## src/hw/btm_pkg.sv

```systemverilog
// Purpose: constants for the bit timer modulator
// Assumes: 8-bit processor register port, byte addresses
// Notes:   shared by the timer top and its fifo
package btm_pkg;
    localparam logic [7:0] ADDR_COUNT_LOW = 8'h20;
    localparam logic [7:0] ADDR_CONTROL   = 8'h21;
    localparam logic [7:0] RESET_COUNT    = 8'h00;
    localparam logic [7:0] RESET_CONTROL  = 8'h00;
    localparam int CNT_W       = 10;
    localparam int BIT_CHI     = 7;
    localparam int BIT_CLO     = 6;
    localparam int BIT_MODE_HI = 5;
    localparam int BIT_MODE_LO = 4;
    localparam int BIT_IE      = 3;
    localparam int BIT_F2      = 2;
    localparam int BIT_DATA    = 1;
    localparam int BIT_F0      = 0;
    localparam logic [1:0] MODE_OFF = 2'h0;
    localparam logic [1:0] MODE_GEN = 2'h1;
    localparam logic [1:0] MODE_RX  = 2'h2;
    localparam logic [1:0] MODE_TX  = 2'h3;
    // divide select: 11 -> /16, 10 -> /32, 01 -> /64, 00 -> /128
    localparam logic [6:0] DIV16_M1  = 7'h0F;
    localparam logic [6:0] DIV32_M1  = 7'h1F;
    localparam logic [6:0] DIV64_M1  = 7'h3F;
    localparam logic [6:0] DIV128_M1 = 7'h7F;
    localparam logic [7:0] VEC_DONE   = 8'h02;
    localparam logic [7:0] VEC_BUFFER = 8'h04;
    localparam int FIFO_W = 1;
    localparam int FIFO_D = 16;
endpackage

```

## src/hw/btm_fifo.sv

```systemverilog
// Purpose: small synchronous fifo with valid/ready on both sides
// Assumes: depth is a power of two
// Notes:   read data comes from a register
`timescale 1ns/1ps
`default_nettype none
module btm_fifo #(
    parameter int WIDTH = btm_pkg::FIFO_W,
    parameter int DEPTH = btm_pkg::FIFO_D
) (
    input  wire logic             core_clk,
    input  wire logic             rstn,
    input  wire logic [WIDTH-1:0] in_data,
    input  wire logic             in_valid,
    output logic                  in_ready,
    output logic      [WIDTH-1:0] out_data,
    output logic                  out_valid,
    input  wire logic             out_ready
);
    localparam int AW = $clog2(DEPTH);
    if (DEPTH < 2 || (1 << AW) != DEPTH || WIDTH < 1) begin : g_bad_size
        $error("btm_fifo: bad width or depth");
    end
    logic [WIDTH-1:0] mem [DEPTH];
    logic [AW:0]      wp;
    logic [AW:0]      rp;
    logic [AW:0]      next_wp;
    logic [AW:0]      next_rp;
    logic [WIDTH-1:0] next_out;
    logic             next_ov;
    logic             stored;
    logic [AW:0]      level;
    logic             pop;
    always_comb begin
        stored   = (wp != rp);
        // output register counts toward the depth
        level    = (wp - rp) + {{AW{1'b0}}, out_valid};
        in_ready = (level != (AW+1)'(DEPTH));
        pop      = stored && (!out_valid || out_ready);
        next_wp  = (in_valid && in_ready) ? wp + 1'b1 : wp;
        next_rp  = pop ? rp + 1'b1 : rp;
        next_out = pop ? mem[rp[AW-1:0]] : out_data;
        next_ov  = pop ? 1'b1 : (out_ready ? 1'b0 : out_valid);
    end
    always_ff @(posedge core_clk) begin
        if (in_valid && in_ready) begin
            mem[wp[AW-1:0]] <= in_data;
        end
        if (!rstn) begin
            wp        <= '0;
            rp        <= '0;
            out_data  <= '0;
            out_valid <= 1'b0;
        end else begin
            wp        <= next_wp;
            rp        <= next_rp;
            out_data  <= next_out;
            out_valid <= next_ov;
        end
    end
endmodule
`default_nettype wire

```

## src/hw/btm_timer.sv

```systemverilog
// Purpose: bit timer modulator: transmit keying, edge timestamp, generic timer
// Assumes: processor port synchronous to core_clk; edge pin already synchronous
// Notes:   timer ticks on a divided processor clock enable
// Summary of operation
// - count value is 8 low bits plus control bits 7:6 as top bits.
// - each sent mark or space lasts count value plus one processor clocks.
// - mode field: 00 off, 01 generic, 10 receive, 11 transmit.
// - with irq enable, each flag raises its own interrupt, vectors 0x04 and 0x02.
// - transmit/generic: done flag when buffer empty and counter at zero; never when off.
// - receive: done flag set on any edge of the edge input pin.
// - reading the control register clears both flags.
// - transmit: data bit is a one-bit buffer written by processor, taken by timer.
// - transmit: buffer flag set when timer takes the bit; interrupt if enabled.
// - receive: data bit loads 1 for rising edge, 0 for falling edge.
// - receive: count shows processor clocks since previous edge, unless overflowed.
// - receive: buffer flag set when the interval counter overflows.
// - processor clock is crystal clock divided by 16, 32, 64 or 128.
`timescale 1ns/1ps
`default_nettype none
module btm_timer #(
    parameter int CNT_WIDTH = btm_pkg::CNT_W
) (
    input  wire logic       core_clk,
    input  wire logic       rstn,
    input  wire logic [7:0] reg_addr,
    input  wire logic       reg_wr,
    input  wire logic       reg_rd,
    input  wire logic [7:0] reg_wdata,
    output logic      [7:0] reg_rdata,
    input  wire logic [1:0] clock_divide_select,
    input  wire logic       edge_input_pin,
    output logic            carrier_key,
    output logic            done_irq,
    output logic            buffer_vector_irq,
    output logic      [7:0] irq_vector
);
    if (CNT_WIDTH != btm_pkg::CNT_W) begin : g_bad_width
        $error("btm_timer: count width must be 10");
    end

    ////////////////////////////////////////////////////////////////////////
    // processor clock enable from the crystal clock
    logic [6:0] div_cnt;
    logic [6:0] next_div_cnt;
    logic [6:0] div_top;
    logic       tick;
    always_comb begin
        unique case (clock_divide_select)
            2'h3: div_top = btm_pkg::DIV16_M1;
            2'h2: div_top = btm_pkg::DIV32_M1;
            2'h1: div_top = btm_pkg::DIV64_M1;
            2'h0: div_top = btm_pkg::DIV128_M1;
        endcase
        tick         = (div_cnt >= div_top);
        next_div_cnt = tick ? 7'h00 : div_cnt + 7'h01;
    end
    always_ff @(posedge core_clk) begin
        if (!rstn) begin
            div_cnt <= 7'h00;
        end else begin
            div_cnt <= next_div_cnt;
        end
    end

    ////////////////////////////////////////////////////////////////////////
    // transmit bit fifo between the data bit buffer and the keyer
    logic data_bit;
    logic fifo_in_valid;
    logic fifo_in_ready;
    logic fifo_out_data;
    logic fifo_out_valid;
    logic fifo_out_ready;
    btm_fifo #(
        .WIDTH (btm_pkg::FIFO_W),
        .DEPTH (btm_pkg::FIFO_D)
    ) u_fifo (
        .core_clk  (core_clk),
        .rstn      (rstn),
        .in_data   (data_bit),
        .in_valid  (fifo_in_valid),
        .in_ready  (fifo_in_ready),
        .out_data  (fifo_out_data),
        .out_valid (fifo_out_valid),
        .out_ready (fifo_out_ready)
    );

    ////////////////////////////////////////////////////////////////////////
    // registers and timer state
    typedef enum logic [1:0] {
        BTM_IDLE = 2'b00,
        BTM_RUN  = 2'b01,
        BTM_DONE = 2'b11
    } btm_state_e;

    logic [7:0]           count_low;
    logic [1:0]           count_high;
    logic [1:0]           mode;
    logic                 irq_enable;
    logic                 done_or_edge_flag;
    logic                 buffer_full;
    logic                 buffer_empty_or_overflow_flag;
    logic [CNT_WIDTH-1:0] counter;
    logic                 pin_last;
    btm_state_e           state;

    logic [7:0]           next_count_low;
    logic [1:0]           next_count_high;
    logic [1:0]           next_mode;
    logic                 next_irq_enable;
    logic                 next_done;
    logic                 next_data_bit;
    logic                 next_buffer_full;
    logic                 next_bufov;
    logic [CNT_WIDTH-1:0] next_counter;
    logic                 next_pin_last;
    logic                 next_key;
    btm_state_e           next_state;

    logic [CNT_WIDTH-1:0] count_value;
    logic                 wr_low;
    logic                 wr_ctl;
    logic                 rd_ctl;
    logic                 set_done;
    logic                 set_bufov;
    logic                 edge_seen;
    logic                 take;

    function automatic logic hits(input logic [7:0] a, input logic [7:0] want);
        hits = (a == want);
    endfunction

    always_comb begin
        count_value = {count_high, count_low};
        wr_low      = reg_wr && hits(reg_addr, btm_pkg::ADDR_COUNT_LOW);
        wr_ctl      = reg_wr && hits(reg_addr, btm_pkg::ADDR_CONTROL);
        rd_ctl      = reg_rd && hits(reg_addr, btm_pkg::ADDR_CONTROL);
        edge_seen   = (edge_input_pin != pin_last);

        next_count_low   = wr_low ? reg_wdata : count_low;
        next_count_high  = wr_ctl ? reg_wdata[btm_pkg::BIT_CHI:btm_pkg::BIT_CLO] : count_high;
        next_mode        = wr_ctl ? reg_wdata[btm_pkg::BIT_MODE_HI:btm_pkg::BIT_MODE_LO] : mode;
        next_irq_enable  = wr_ctl ? reg_wdata[btm_pkg::BIT_IE] : irq_enable;
        next_data_bit    = data_bit;
        next_buffer_full = buffer_full;
        next_counter     = counter;
        next_pin_last    = edge_input_pin;
        next_key         = carrier_key;
        next_state       = state;
        set_done         = 1'b0;
        set_bufov        = 1'b0;
        take             = 1'b0;
        fifo_out_ready   = 1'b0;

        if (wr_ctl) begin
            next_data_bit    = reg_wdata[btm_pkg::BIT_DATA];
            next_buffer_full = (next_mode == btm_pkg::MODE_TX);
        end
        // buffer moves into the fifo; full fifo holds the buffer
        fifo_in_valid = buffer_full && (mode == btm_pkg::MODE_TX) && !wr_ctl;
        if (fifo_in_valid && fifo_in_ready) begin
            next_buffer_full = 1'b0;
            take             = 1'b1;
        end

        unique case (mode)
            btm_pkg::MODE_OFF: begin
                next_state = BTM_IDLE;
                next_key   = 1'b0;
            end
            btm_pkg::MODE_GEN: begin
                if (tick) begin
                    if (state != BTM_RUN) begin
                        next_counter = count_value;
                        next_state   = BTM_RUN;
                    end else if (counter == '0) begin
                        set_done   = 1'b1;
                        next_state = BTM_DONE;
                    end else begin
                        next_counter = counter - 1'b1;
                    end
                end
            end
            btm_pkg::MODE_RX: begin
                next_state = BTM_IDLE;
                if (tick) begin
                    if (counter == '1) begin
                        set_bufov = 1'b1;
                    end
                    next_counter = counter + 1'b1;
                end
                if (edge_seen) begin
                    set_done = 1'b1;
                    next_data_bit = edge_input_pin;
                    {next_count_high, next_count_low} = counter;
                    // a tick on the edge cycle opens the new interval
                    next_counter = CNT_WIDTH'(tick);
                end
            end
            btm_pkg::MODE_TX: begin
                if (tick) begin
                    if (state == BTM_RUN && counter != '0) begin
                        next_counter = counter - 1'b1;
                    end else if (fifo_out_valid) begin
                        fifo_out_ready = 1'b1;
                        next_key       = fifo_out_data;
                        next_counter   = count_value;
                        next_state     = BTM_RUN;
                    end else if (state == BTM_RUN && !buffer_full) begin
                        set_done   = 1'b1;
                        next_state = BTM_DONE;
                    end
                end
            end
        endcase

        if (take) begin
            set_bufov = 1'b1;
        end
        next_done  = set_done || (done_or_edge_flag && !rd_ctl);
        next_bufov = set_bufov || (buffer_empty_or_overflow_flag && !rd_ctl);
    end

    always_ff @(posedge core_clk) begin
        if (!rstn) begin
            count_low                     <= btm_pkg::RESET_COUNT;
            count_high                    <= 2'h0;
            mode                          <= btm_pkg::MODE_OFF;
            irq_enable                    <= 1'b0;
            done_or_edge_flag             <= 1'b0;
            data_bit                      <= 1'b0;
            buffer_full                   <= 1'b0;
            buffer_empty_or_overflow_flag <= 1'b0;
            counter                       <= '0;
            pin_last                      <= 1'b0;
            carrier_key                   <= 1'b0;
            state                         <= BTM_IDLE;
        end else begin
            count_low                     <= next_count_low;
            count_high                    <= next_count_high;
            mode                          <= next_mode;
            irq_enable                    <= next_irq_enable;
            done_or_edge_flag             <= next_done;
            data_bit                      <= next_data_bit;
            buffer_full                   <= next_buffer_full;
            buffer_empty_or_overflow_flag <= next_bufov;
            counter                       <= next_counter;
            pin_last                      <= next_pin_last;
            carrier_key                   <= next_key;
            state                         <= next_state;
        end
    end

    ////////////////////////////////////////////////////////////////////////
    // read data and interrupt requests
    logic [7:0] next_rdata;
    always_comb begin
        next_rdata = 8'h00;
        if (reg_rd && hits(reg_addr, btm_pkg::ADDR_COUNT_LOW)) begin
            next_rdata = count_low;
        end else if (rd_ctl) begin
            next_rdata = {count_high, mode, irq_enable, done_or_edge_flag,
                          data_bit, buffer_empty_or_overflow_flag};
        end
    end
    always_ff @(posedge core_clk) begin
        if (!rstn) begin
            reg_rdata <= btm_pkg::RESET_CONTROL;
        end else begin
            reg_rdata <= next_rdata;
        end
    end
    always_comb begin
        done_irq          = irq_enable && done_or_edge_flag;
        buffer_vector_irq = irq_enable && buffer_empty_or_overflow_flag;
        irq_vector        = done_irq ? btm_pkg::VEC_DONE :
                            (buffer_vector_irq ? btm_pkg::VEC_BUFFER : 8'h00);
    end

    ////////////////////////////////////////////////////////////////////////
    // checks
    property p_clear_on_read;
        @(posedge core_clk) disable iff (!rstn)
        rd_ctl && !set_done |=> !done_or_edge_flag;
    endproperty
    a_clear_on_read: assert property (p_clear_on_read) else $error("done flag not cleared by read");
    property p_edge_flag;
        @(posedge core_clk) disable iff (!rstn)
        mode == btm_pkg::MODE_RX && edge_seen |=> done_or_edge_flag && data_bit == $past(edge_input_pin);
    endproperty
    a_edge_flag: assert property (p_edge_flag) else $error("edge not captured");
    property p_off_no_done;
        @(posedge core_clk) disable iff (!rstn)
        mode == btm_pkg::MODE_OFF && !done_or_edge_flag |=> !done_or_edge_flag;
    endproperty
    a_off_no_done: assert property (p_off_no_done) else $error("done flag in off mode");
    property p_irq_gate;
        @(posedge core_clk) disable iff (!rstn)
        buffer_vector_irq |-> irq_enable && buffer_empty_or_overflow_flag;
    endproperty
    a_irq_gate: assert property (p_irq_gate) else $error("buffer irq ungated");
    property p_take_flag;
        @(posedge core_clk) disable iff (!rstn)
        take |=> buffer_empty_or_overflow_flag;
    endproperty
    a_take_flag: assert property (p_take_flag) else $error("take did not flag");
    property p_interval;
        @(posedge core_clk) disable iff (!rstn)
        mode == btm_pkg::MODE_RX && edge_seen |=> {count_high, count_low} == $past(counter);
    endproperty
    a_interval: assert property (p_interval) else $error("interval not latched");
endmodule
`default_nettype wire

```

## config.mk

```make
export PLATFORM = sky130hd
export DESIGN_NAME = btm_timer
export DESIGN_NICKNAME = d
export VERILOG_FILES = /design/src/hw/btm_pkg.sv /design/src/hw/btm_fifo.sv /design/src/hw/btm_timer.sv
export SDC_FILE = /design/constraint.sdc
export NUM_CORES = 1
export LEC_CHECK = 0
export BUFFER_PORTS_ARGS = -buffer_cell sky130_fd_sc_hd__buf_2
export CELL_PAD_IN_SITES_DETAIL_PLACEMENT = 0
export CELL_PAD_IN_SITES_GLOBAL_PLACEMENT = 1
export CORE_MARGIN = 1.5
export CORE_UTILIZATION = 41
export DETAILED_ROUTE_END_ITERATION = 7
export GPL_ROUTABILITY_DRIVEN = 0
export PLACE_DENSITY = 0.87
export SYNTH_ARGS = -nofsm -noshare
export SYNTH_HDL_FRONTEND = slang
export SYNTH_SLANG_ARGS = --single-unit
```

## constraint.sdc

```tcl
create_clock -name core_clk -period 2.45 [get_ports core_clk]
set_input_delay 0.3675 -clock core_clk [delete_from_list [all_inputs] [get_ports core_clk]]
set_output_delay 0.3675 -clock core_clk [all_outputs]
set_load 0.1 [all_outputs]
```

======== Yosys cells after proc, flatten, opt, wreduce, memory -nomap -nowiden ========
Memory sizes are Yosys's and may differ from the RTL's. A register that Yosys moved wholly into a read port is not among the register bits.
Index checks and enable logic that the tools add are counted.
operators by class
  reductions and logical operators ........ 35
  multiplexer cells ....................... 57
  magnitude comparators ................... 1
  equal/unequal tests ..................... 24
  add/subtract/negate cells ............... 7
  bitwise logic cells ..................... 1
operator list
  kind                     count
  $mux W10                 8
  $mux W8                  5
  $pmux W10 S3             1
  $pmux W7 S4              1
  $mux W1                  26
  $mux W2                  11
  $eq A8 B6 Y1 const B     2
  $logic_and A1 B1 Y1      14
  $add A10 B1 Y10 const B  1
  $add A5 B1 Y5 const B    2
  $eq A10 B10 Y1 const B   1
  $eq A2 B2 Y1 const B     5
  $logic_not A10 Y1        1
  $reduce_bool A10 Y1      1
  $sub A10 B1 Y10 const B  1
  $ne A3 B3 Y1 const B     3
  $add A7 B1 Y7 const B    1
  $ge A7 B7 Y1             1
  $eq A2 B1 Y1 const B     3
  $mux W3                  2
  $ne A2 B2 Y1 const B     3
  $ne A3 B1 Y1 const B     2
  $pmux W2 S3              1
  $reduce_and A6 Y1        1
  17 further kinds         28
word-level totals
  memory bits (writable) .................. 16
  bits in registers ....................... 57
  memories ................................ 1
  logic and storage cells ................. 143
memories
  memory      words  bits a word  rd ports  clocked after Yosys merged registers in  write ports  line            text
  u_fifo.mem  16     1            1         1                                        1            btm_fifo.sv:23  logic [WIDTH-1:0] mem [DEPTH];

======== Depth between registers and ports, before layout ========
Gate-level depths: netlist of the first run.
  depth after elaboration ................. 8
  depth in mapped cells ................... 12

======== Hierarchy ========
From an unflattened synthesis of the first run, not the netlist that was laid out.
second synthesis, totals
  cells, all modules ...................... 494
  area total of the unflattened synthesis .. 4498.1 µm²
by module, submodules not included
  module     cells each  instances  area an instance (µm²)
  btm_timer  350         1          2877.8
  btm_fifo   144         1          1620.3

======== Least setup slack after synthesis of the first run ========
OpenSTA, ideal clock, no wires.
  kind .................................... register to output
  start point ............................. register irq_enable
  end point ............................... output irq_vector[2]
  stages on the path, launching flop included .. 3
  path buffers ............................ 0
  setup slack ............................. -466 ps
  data arrival time ....................... 2548 ps
  required time ........................... 2082 ps
  cell sequence ........................... dfxtp_1 and2_1 nor2b_1
on the way
  word-level cells in the longest chain between the ends .. 3
RTL lines
  item                    line              text
  from (decl)             btm_timer.sv:98   logic irq_enable;
  from (signal assigned)  btm_timer.sv:241  irq_enable <= next_irq_enable;
  $logic_and A1 B1 Y1     btm_timer.sv:274  buffer_vector_irq = irq_enable && buffer_empty_or_overflow_flag;
  via buffer_vector_irq   btm_timer.sv:34   output logic buffer_vector_irq,
  $mux W3                 btm_timer.sv:276  (buffer_vector_irq ? btm_pkg::VEC_BUFFER : 8'h00);
  $mux W3                 btm_timer.sv:275  irq_vector = done_irq ? btm_pkg::VEC_DONE :
  to (decl)               btm_timer.sv:35   output logic [7:0] irq_vector
The timed path passes the listed nets, and every way through them passes these cells.

======== Worst setup path in the final report of the first run ========
  start point ............................. register u_fifo.out_valid
  end point ............................... memory u_fifo.mem[13] (netlist name) (enable)
on the way
  word-level cells in the longest chain between the ends .. 5
RTL lines
  item                           line            text
  from (decl)                    btm_fifo.sv:16  output logic out_valid,
  from (signal assigned)         btm_fifo.sv:57  out_valid <= next_ov;
  $add A5 B1 Y5                  btm_fifo.sv:36  level = (wp - rp) + {{AW{1'b0}}, out_valid};
  $ne A5 B5 Y1                   btm_fifo.sv:37  in_ready = (level != (AW+1)'(DEPTH));
  $logic_and A1 B1 Y1            btm_fifo.sv:45  if (in_valid && in_ready) begin
  $mux W1                        btm_fifo.sv:45
  $mux W1 (implied by the code)  btm_fifo.sv:46  mem[wp[AW-1:0]] <= in_data;
  to (decl)                      btm_fifo.sv:23
No other way between the ends.

==> impl_metrics.tcl, run 1 <==
set metrics [dict create \
    status "finished, violations left" \
    violations "negative setup slack" \
    fin_nets 566 \
    yosysWarningCount 0 \
    dpl.hpwl_um 7741 \
    cts_buffers 9 \
    fillers 960 \
    power_density_nw_per_um2 542.9 \
    drtIter0Drc 316 \
    regToRegEndpoint "u_fifo.mem[13]" \
    seq_area_frac_synth_pct 38.54 \
    cts_num_sinks 74 \
    slew_headroom_pct 45.21 \
    grt_max_degree 25 \
    startpoint_type "register" \
    synthArstFlopShare_pct 0 \
    start_util_pct 41.82 \
    vias_per_cell 5.578 \
    drtAntennaViolNets 0 \
    ctsLongestPathBuffers 2 \
    die_h_um 104.9 \
    setup_violations 6 \
    design.core.area_um2 10180 \
    crit_end "u_fifo.mem[13]" \
    fp-row-count 37 \
    detail_route.wl_per_cell_um 16.23 \
    fmax_mhz 404.3 \
    skew_ps 7.624 \
    slowest_delay_ps 370 \
    diodes 0 \
    h-tree-depth 3 \
    path_cells "inv_2, ha_4, inv_2, ha_4, fa_2, a21o_1, a21oi_4, xnor2_4, o21a_4, and3_4" \
    syn_avg_cell_area_um2 9.004 \
    grt_pass1_wl_um 17120 \
    synth_edf_count 16 \
    critPathArrivalTime_ps 2560 \
    post-route-period-util_pct 100.9 \
    reg2reg_slack_ps -20 \
    grt_pass1_vias 3450 \
    critPathLaunch "u_fifo.out_valid" \
    p_total_uw 2724 \
    worst_pin_slew_ps 821.8 \
    rsz0062_at_grt "yes" \
    drt-total-wl_um 10760 \
    netlist.top_cell.by_area "dfxtp_1" \
    io-pin-count 42 \
    synth.area.top_cells "dfxtp_1 27%, edfxtp_1 11%, ha_1 5.9%, mux2i_1 5.9%, nor2_1 5.0%" \
    setup_slack_ps -23.25 \
    io_buffers 35 \
    drv_slew 0 \
    remaining_drc_errors 0 \
    seqCellArea_um2 1643 \
    irDropWorstVdd_v 0.0002304 \
    drive_gt1_share_pct 23.34 \
    gr-total-overflow 0 \
    root_buffer "clkbuf_8" \
    hold_violations 0 \
    area_delta_synth_final_pct 17.80 \
    critPathRequiredTime_ps 2540 \
    ys_ff_latch 74 \
    hold_path.class "in -> reg" \
    crit_type "reg -> reg" \
    rr_startpoint "u_fifo.out_valid" \
    drv_cap 0 \
    whs_ps 270.3 \
    ys_types 64 \
    die-area_um2 11010 \
    endpoint_kind "register" \
    path_clk_slew_ps 80 \
    period_minus_slack_ps 2473 \
    die_width_um 104.9 \
    drtPass1Iterations 5 \
    grtUsageTotal_pct 19.71 \
    antenna_found_initial 0 \
    synth_top_area_share_pct 27.26 \
    p_leak_uw 0.002089 \
    synth_ff_type "dfxtp_1" \
    cp_max_fo 7 \
    postCtsHoldBufs 0 \
    reg2reg_depth 10 \
    synthCells 473 \
    dpl_worst_slack_ps -11.87 \
    slowest_stage "fa_2" \
    clkLatencyLatePin_ps 370 \
    cts_tree "yes" \
    syn_area_um2 4259 \
    routed-via-count 3698 \
    multi_input_area_um2 2527 \
]
flip-flops by register name, summed over array words and instances, names as in the netlist, 2 cells and up:
signal,count
state,2
u_fifo.rp,5
counter,10
mode,2
count_high,2
count_low,8
div_cnt,7
reg_rdata,8
u_fifo.wp,5
u_fifo.mem,16
worst max-delay path: cells and delay by family, from the launching register on:
family,cells,cell delay [ps]
adder cells (fa/ha/maj),3,780
AO/OA/AOI/OAI,3,630
flip-flops,1,330
XOR/XNOR,1,190
AND/OR/NAND/NOR,1,190
buffers and inverters,2,90
cell families after synthesis:
family | share of synthesized area (%)
AND/OR/NAND/NOR | 20.80
XOR/XNOR | 3.496
multiplexers | 8.519
flip-flops | 38.54
adder cells (fa/ha/maj) | 6.345
AO/OA/AOI/OAI | 16.51
other | 0.08805
buffers and inverters | 5.699
cell usage in the layout (no fill, tap or decap), drive strengths merged, types with 8 or more instances in the layout:
| master | synthesis | final |
|---|---|---|
| buf | 13 | 69 |
| dfxtp | 58 | 58 |
| nor2 | 57 | 57 |
| a21oi | 31 | 31 |
| nand2 | 27 | 27 |
| mux2i | 25 | 25 |
| o21ai | 23 | 23 |
| ha | 20 | 20 |
| and3 | 17 | 17 |
| nand3 | 16 | 16 |
| edfxtp | 16 | 16 |
| inv | 16 | 16 |
| a211oi | 15 | 15 |
| xor2 | 12 | 12 |
| clkbuf | 24 | 10 |
| nand4 | 8 | 8 |
worst min path at each step:
| stage | cells after the start | start | end | slack [ps] |
|---|---|---|---|---|
| after floorplan | 2 | u_fifo.out_data | u_fifo.out_data | 430 |
| after global placement | 2 | u_fifo.out_data | u_fifo.out_data | 450 |
| after detailed placement | 2 | u_fifo.out_data | carrier_key | 470 |
| after CTS | 3 | reg_wdata[3] | irq_enable | 270 |
| after global routing | 3 | edge_input_pin | pin_last | 290 |
| final | 3 | reg_wdata[3] | irq_enable | 270 |
timing repair:
action	CTS	global route
endpoints found under the setup margin	14	22
cloned	0	1
buffers inserted	1	1
pin swaps	0	12
resized for setup	1	17
where the power goes:
part           internal [uW]  switching (uW)
clock                    463             466
combinational            211             302
sequential              1260            18.8
layer usage:
layer | part of all wire (%) | track usage [%]
met5 | 0 | 0
met4 | 2.0 | 10.67
met1 | 45 | 26.23
met3 | 6.3 | 2.807
met2 | 47 | 30.81
stage by stage:
stage               instance area, um2  setup TNS (ps)  std cells  util [%]
floorplan                         4297          -2.602        478         -
global placement                  4698               0        644     46.13
detailed placement                4698          -21.17        644     46.13
CTS                               4897          -27.75        661     48.08
global route                      5017           -1036        663     49.26
finish                            5017          -96.94        663     49.26
cell type report:
class / count / share of cell area, %
clock inverter: 6 / 1.172
sequential: 74 / 32.74
timing repair buffer: 69 / 8.579
inverter: 16 / 1.197
clock buffer: 10 / 2.544
multi-input combinational: 352 / 50.37
tap: 136 / 3.392
synthesized netlist by cell type (all sizes together) (3+ instances only):
cell	instances
mux2i	25
dfxtp	58
a22oi	3
nand4	8
edfxtp	16
nor2	57
nor2b	7
o21ai	23
nand3	16
clkbuf	24
a31oi	4
a21o	4
a211oi	15
xnor2	5
mux4	5
nor4	5
and2	7
inv	16
or2	4
ha	20
xor2	12
or3	5
a21oi	31
nand2b	3
buf	13
and3	17
nor3	7
nand2	27
No activity file was read; power rests on OpenSTA's default activity.
==> inputs of run 2 (changes only) <==
--- a/config.mk
+++ b/config.mk
@@ -12,7 +12,7 @@
 export CORE_UTILIZATION = 41
 export DETAILED_ROUTE_END_ITERATION = 7
 export GPL_ROUTABILITY_DRIVEN = 0
-export PLACE_DENSITY = 0.87
+export PLACE_DENSITY = 0.82
 export SYNTH_ARGS = -nofsm -noshare
 export SYNTH_HDL_FRONTEND = slang
 export SYNTH_SLANG_ARGS = --single-unit
==> impl_metrics.tcl, run 2 (synthesized netlist as in run 1, its figures left out) <==
set metrics [dict create \
    status "finished, final reports clean" \
    swShare_pct 28.45 \
    seqCellArea_um2 1643 \
    start_util_pct 41.82 \
    rsz0062_at_grt "yes" \
    crit_type "reg -> reg" \
    fin_nets 568 \
    critPathArrivalTime_ps 2730 \
    period_minus_slack_ps 2434 \
    largest_reg_flops 16 \
    die_h_um 104.9 \
    fillers 936 \
    hold_violations 0 \
    drv_cap 0 \
    ctsLongestPathBuffers 2 \
    dpl_worst_slack_ps -57.58 \
    power_density_nw_per_um2 561.6 \
    grtUsageTotal_pct 20.73 \
    vias_per_cell 5.605 \
    post-route-period-util_pct 99.33 \
    grt_max_degree 23 \
    io-pin-count 42 \
    cts_buffers 9 \
    internal_power_uw 2048 \
    p_switching_uw 814.3 \
    irDropWorstVdd_v 0.0002811 \
    dpl.hpwl_um 7900 \
    drtIter0Drc 308 \
    power.combinational.fraction_pct 17.2 \
    gr-total-overflow 0 \
    drive_gt1_share_pct 24.57 \
    h-tree-depth 3 \
    grt_pass1_wl_um 17730 \
    setup_violations 0 \
    area_delta_synth_final_pct 19.65 \
    seqPwrFrac_pct 44.8 \
    diodes 0 \
    antenna_found_initial 0 \
    drtPass1Iterations 5 \
    grt_pass1_vias 3496 \
    die-area_um2 11010 \
    cts_tree "yes" \
    hold_path.class "in -> reg" \
    cp_max_fo 7 \
    slew_headroom_pct 64.43 \
    postCtsHoldBufs 0 \
    clkLatencyLatePin_ps 370 \
    final_cell_mix "57 x nor2_1, 57 x dfxtp_1, 35 x buf_2, 34 x buf_4" \
    multi_input_area_um2 2540 \
    skew_ps 12.02 \
    cts_num_sinks 74 \
    p_clk_share_pct 38.0 \
    place_area_um2 4691 \
    drtAntennaViolNets 0 \
    fp-row-count 37 \
    remaining_drc_errors 0 \
    setup_slack_ps 16.36 \
    whs_ps 281.4 \
    p_leak_uw 0.002137 \
    critPathRequiredTime_ps 2750 \
    path_clk_slew_ps 80 \
    tns_ps 0 \
    fmax_mhz 410.9 \
    routed-via-count 3727 \
    drt-total-wl_um 11030 \
    root_buffer "clkbuf_8" \
    io_buffers 35 \
    worst_pin_slew_ps 532.8 \
    final_area_um2 5096 \
    startpoint_type "register" \
    drv_slew 0 \
    detail_route.wl_per_cell_um 16.59 \
    die_width_um 104.9 \
    design.core.area_um2 10180 \
    endpoint_kind "register" \
]
## run 2: changes by cell type in the layout (fill, tap and decap cells not counted), moves of 2 or more
| cell | previous run | this run |
|---|---|---|
| clkinvlp_4 | 2 | 0 |
| clkbuf_8 | 9 | 11 |
| and3_4 | 5 | 2 |
| and3_1 | 12 | 15 |
| clkinv_2 | 2 | 0 |
| a21oi_1 | 30 | 27 |
| a21oi_2 | 0 | 3 |
| buf_6 | 0 | 2 |
## run 2: metrics by stage
stage / std cells / total power [uW] / util, %
after floorplan: 478 / 1596 / -
after global placement: 643 / 1684 / 46.06
after detailed placement: 643 / 1694 / 46.06
after CTS: 663 / 2854 / 49.26
after global routing: 665 / 2990 / 50.04
final: 665 / 2862 / 50.04
## run 2: layer usage
layer | share of wire, % | track usage, % | vias to the layer above
met1 | 47 | 28.04 | 1788
met4 | 2.0 | 9.295 | 0
met5 | 0 | 0 | -
met2 | 46 | 32.31 | 118
met3 | 5.2 | 3.618 | 14
li1 | - | - | 1807
## run 2: power groups by stage
stage	Sequential (uW)	Clock, uW	Combinational, uW
3_3_place_gp	1310	0	379
5_1_grt	1280	1160	543
6_report	1280	1090	492
2_1_floorplan	1310	0	290
3_5_place_dp	1310	0	388
4_1_cts	1280	1110	465
## run 2: repair_timing
| item | in CTS | in global routing |
|---|---|---|
| hold endpoints to repair | 0 | 0 |
| gates resized for setup | 11 | 12 |
| buffers inserted | 3 | 2 |
| endpoints found under the setup margin | 15 | 23 |
| cloned | 1 | 0 |
| pin swaps | 6 | 14 |
## run 2: path summary, 6_finish.rpt
check | startpoint | to | slack (ps) | cells after the start
setup reg to reg | u_fifo.out_valid | u_fifo.wp[4] | 20 | 11
hold / removal | reg_wdata[3] | irq_enable | 280 | 3
hold reg to reg | carrier_key | carrier_key | 460 | 2
setup / recovery | u_fifo.out_valid | u_fifo.wp[4] | 20 | 11
## run 2: worst max-delay path, cell delays in order (launching register included)
cell and delay [ps]:
dfxtp_2 340, inv_2 50, ha_4 250, inv_2 40
ha_4 150, fa_2 350, a21o_1 210, a21oi_4 180
xnor2_4 190, o21ai_4 130, or3_4 350, a21oi_2 130
## run 2: layout make-up
| cell class | count | share of cell area, % |
|---|---|---|
| clock inverter | 4 | 1.056 |
| multi-input combinational | 352 | 49.84 |
| inverter | 16 | 1.178 |
| sequential | 74 | 32.24 |
| timing repair buffer | 71 | 8.888 |
| clock buffer | 12 | 3.462 |
| tap | 136 | 3.339 |
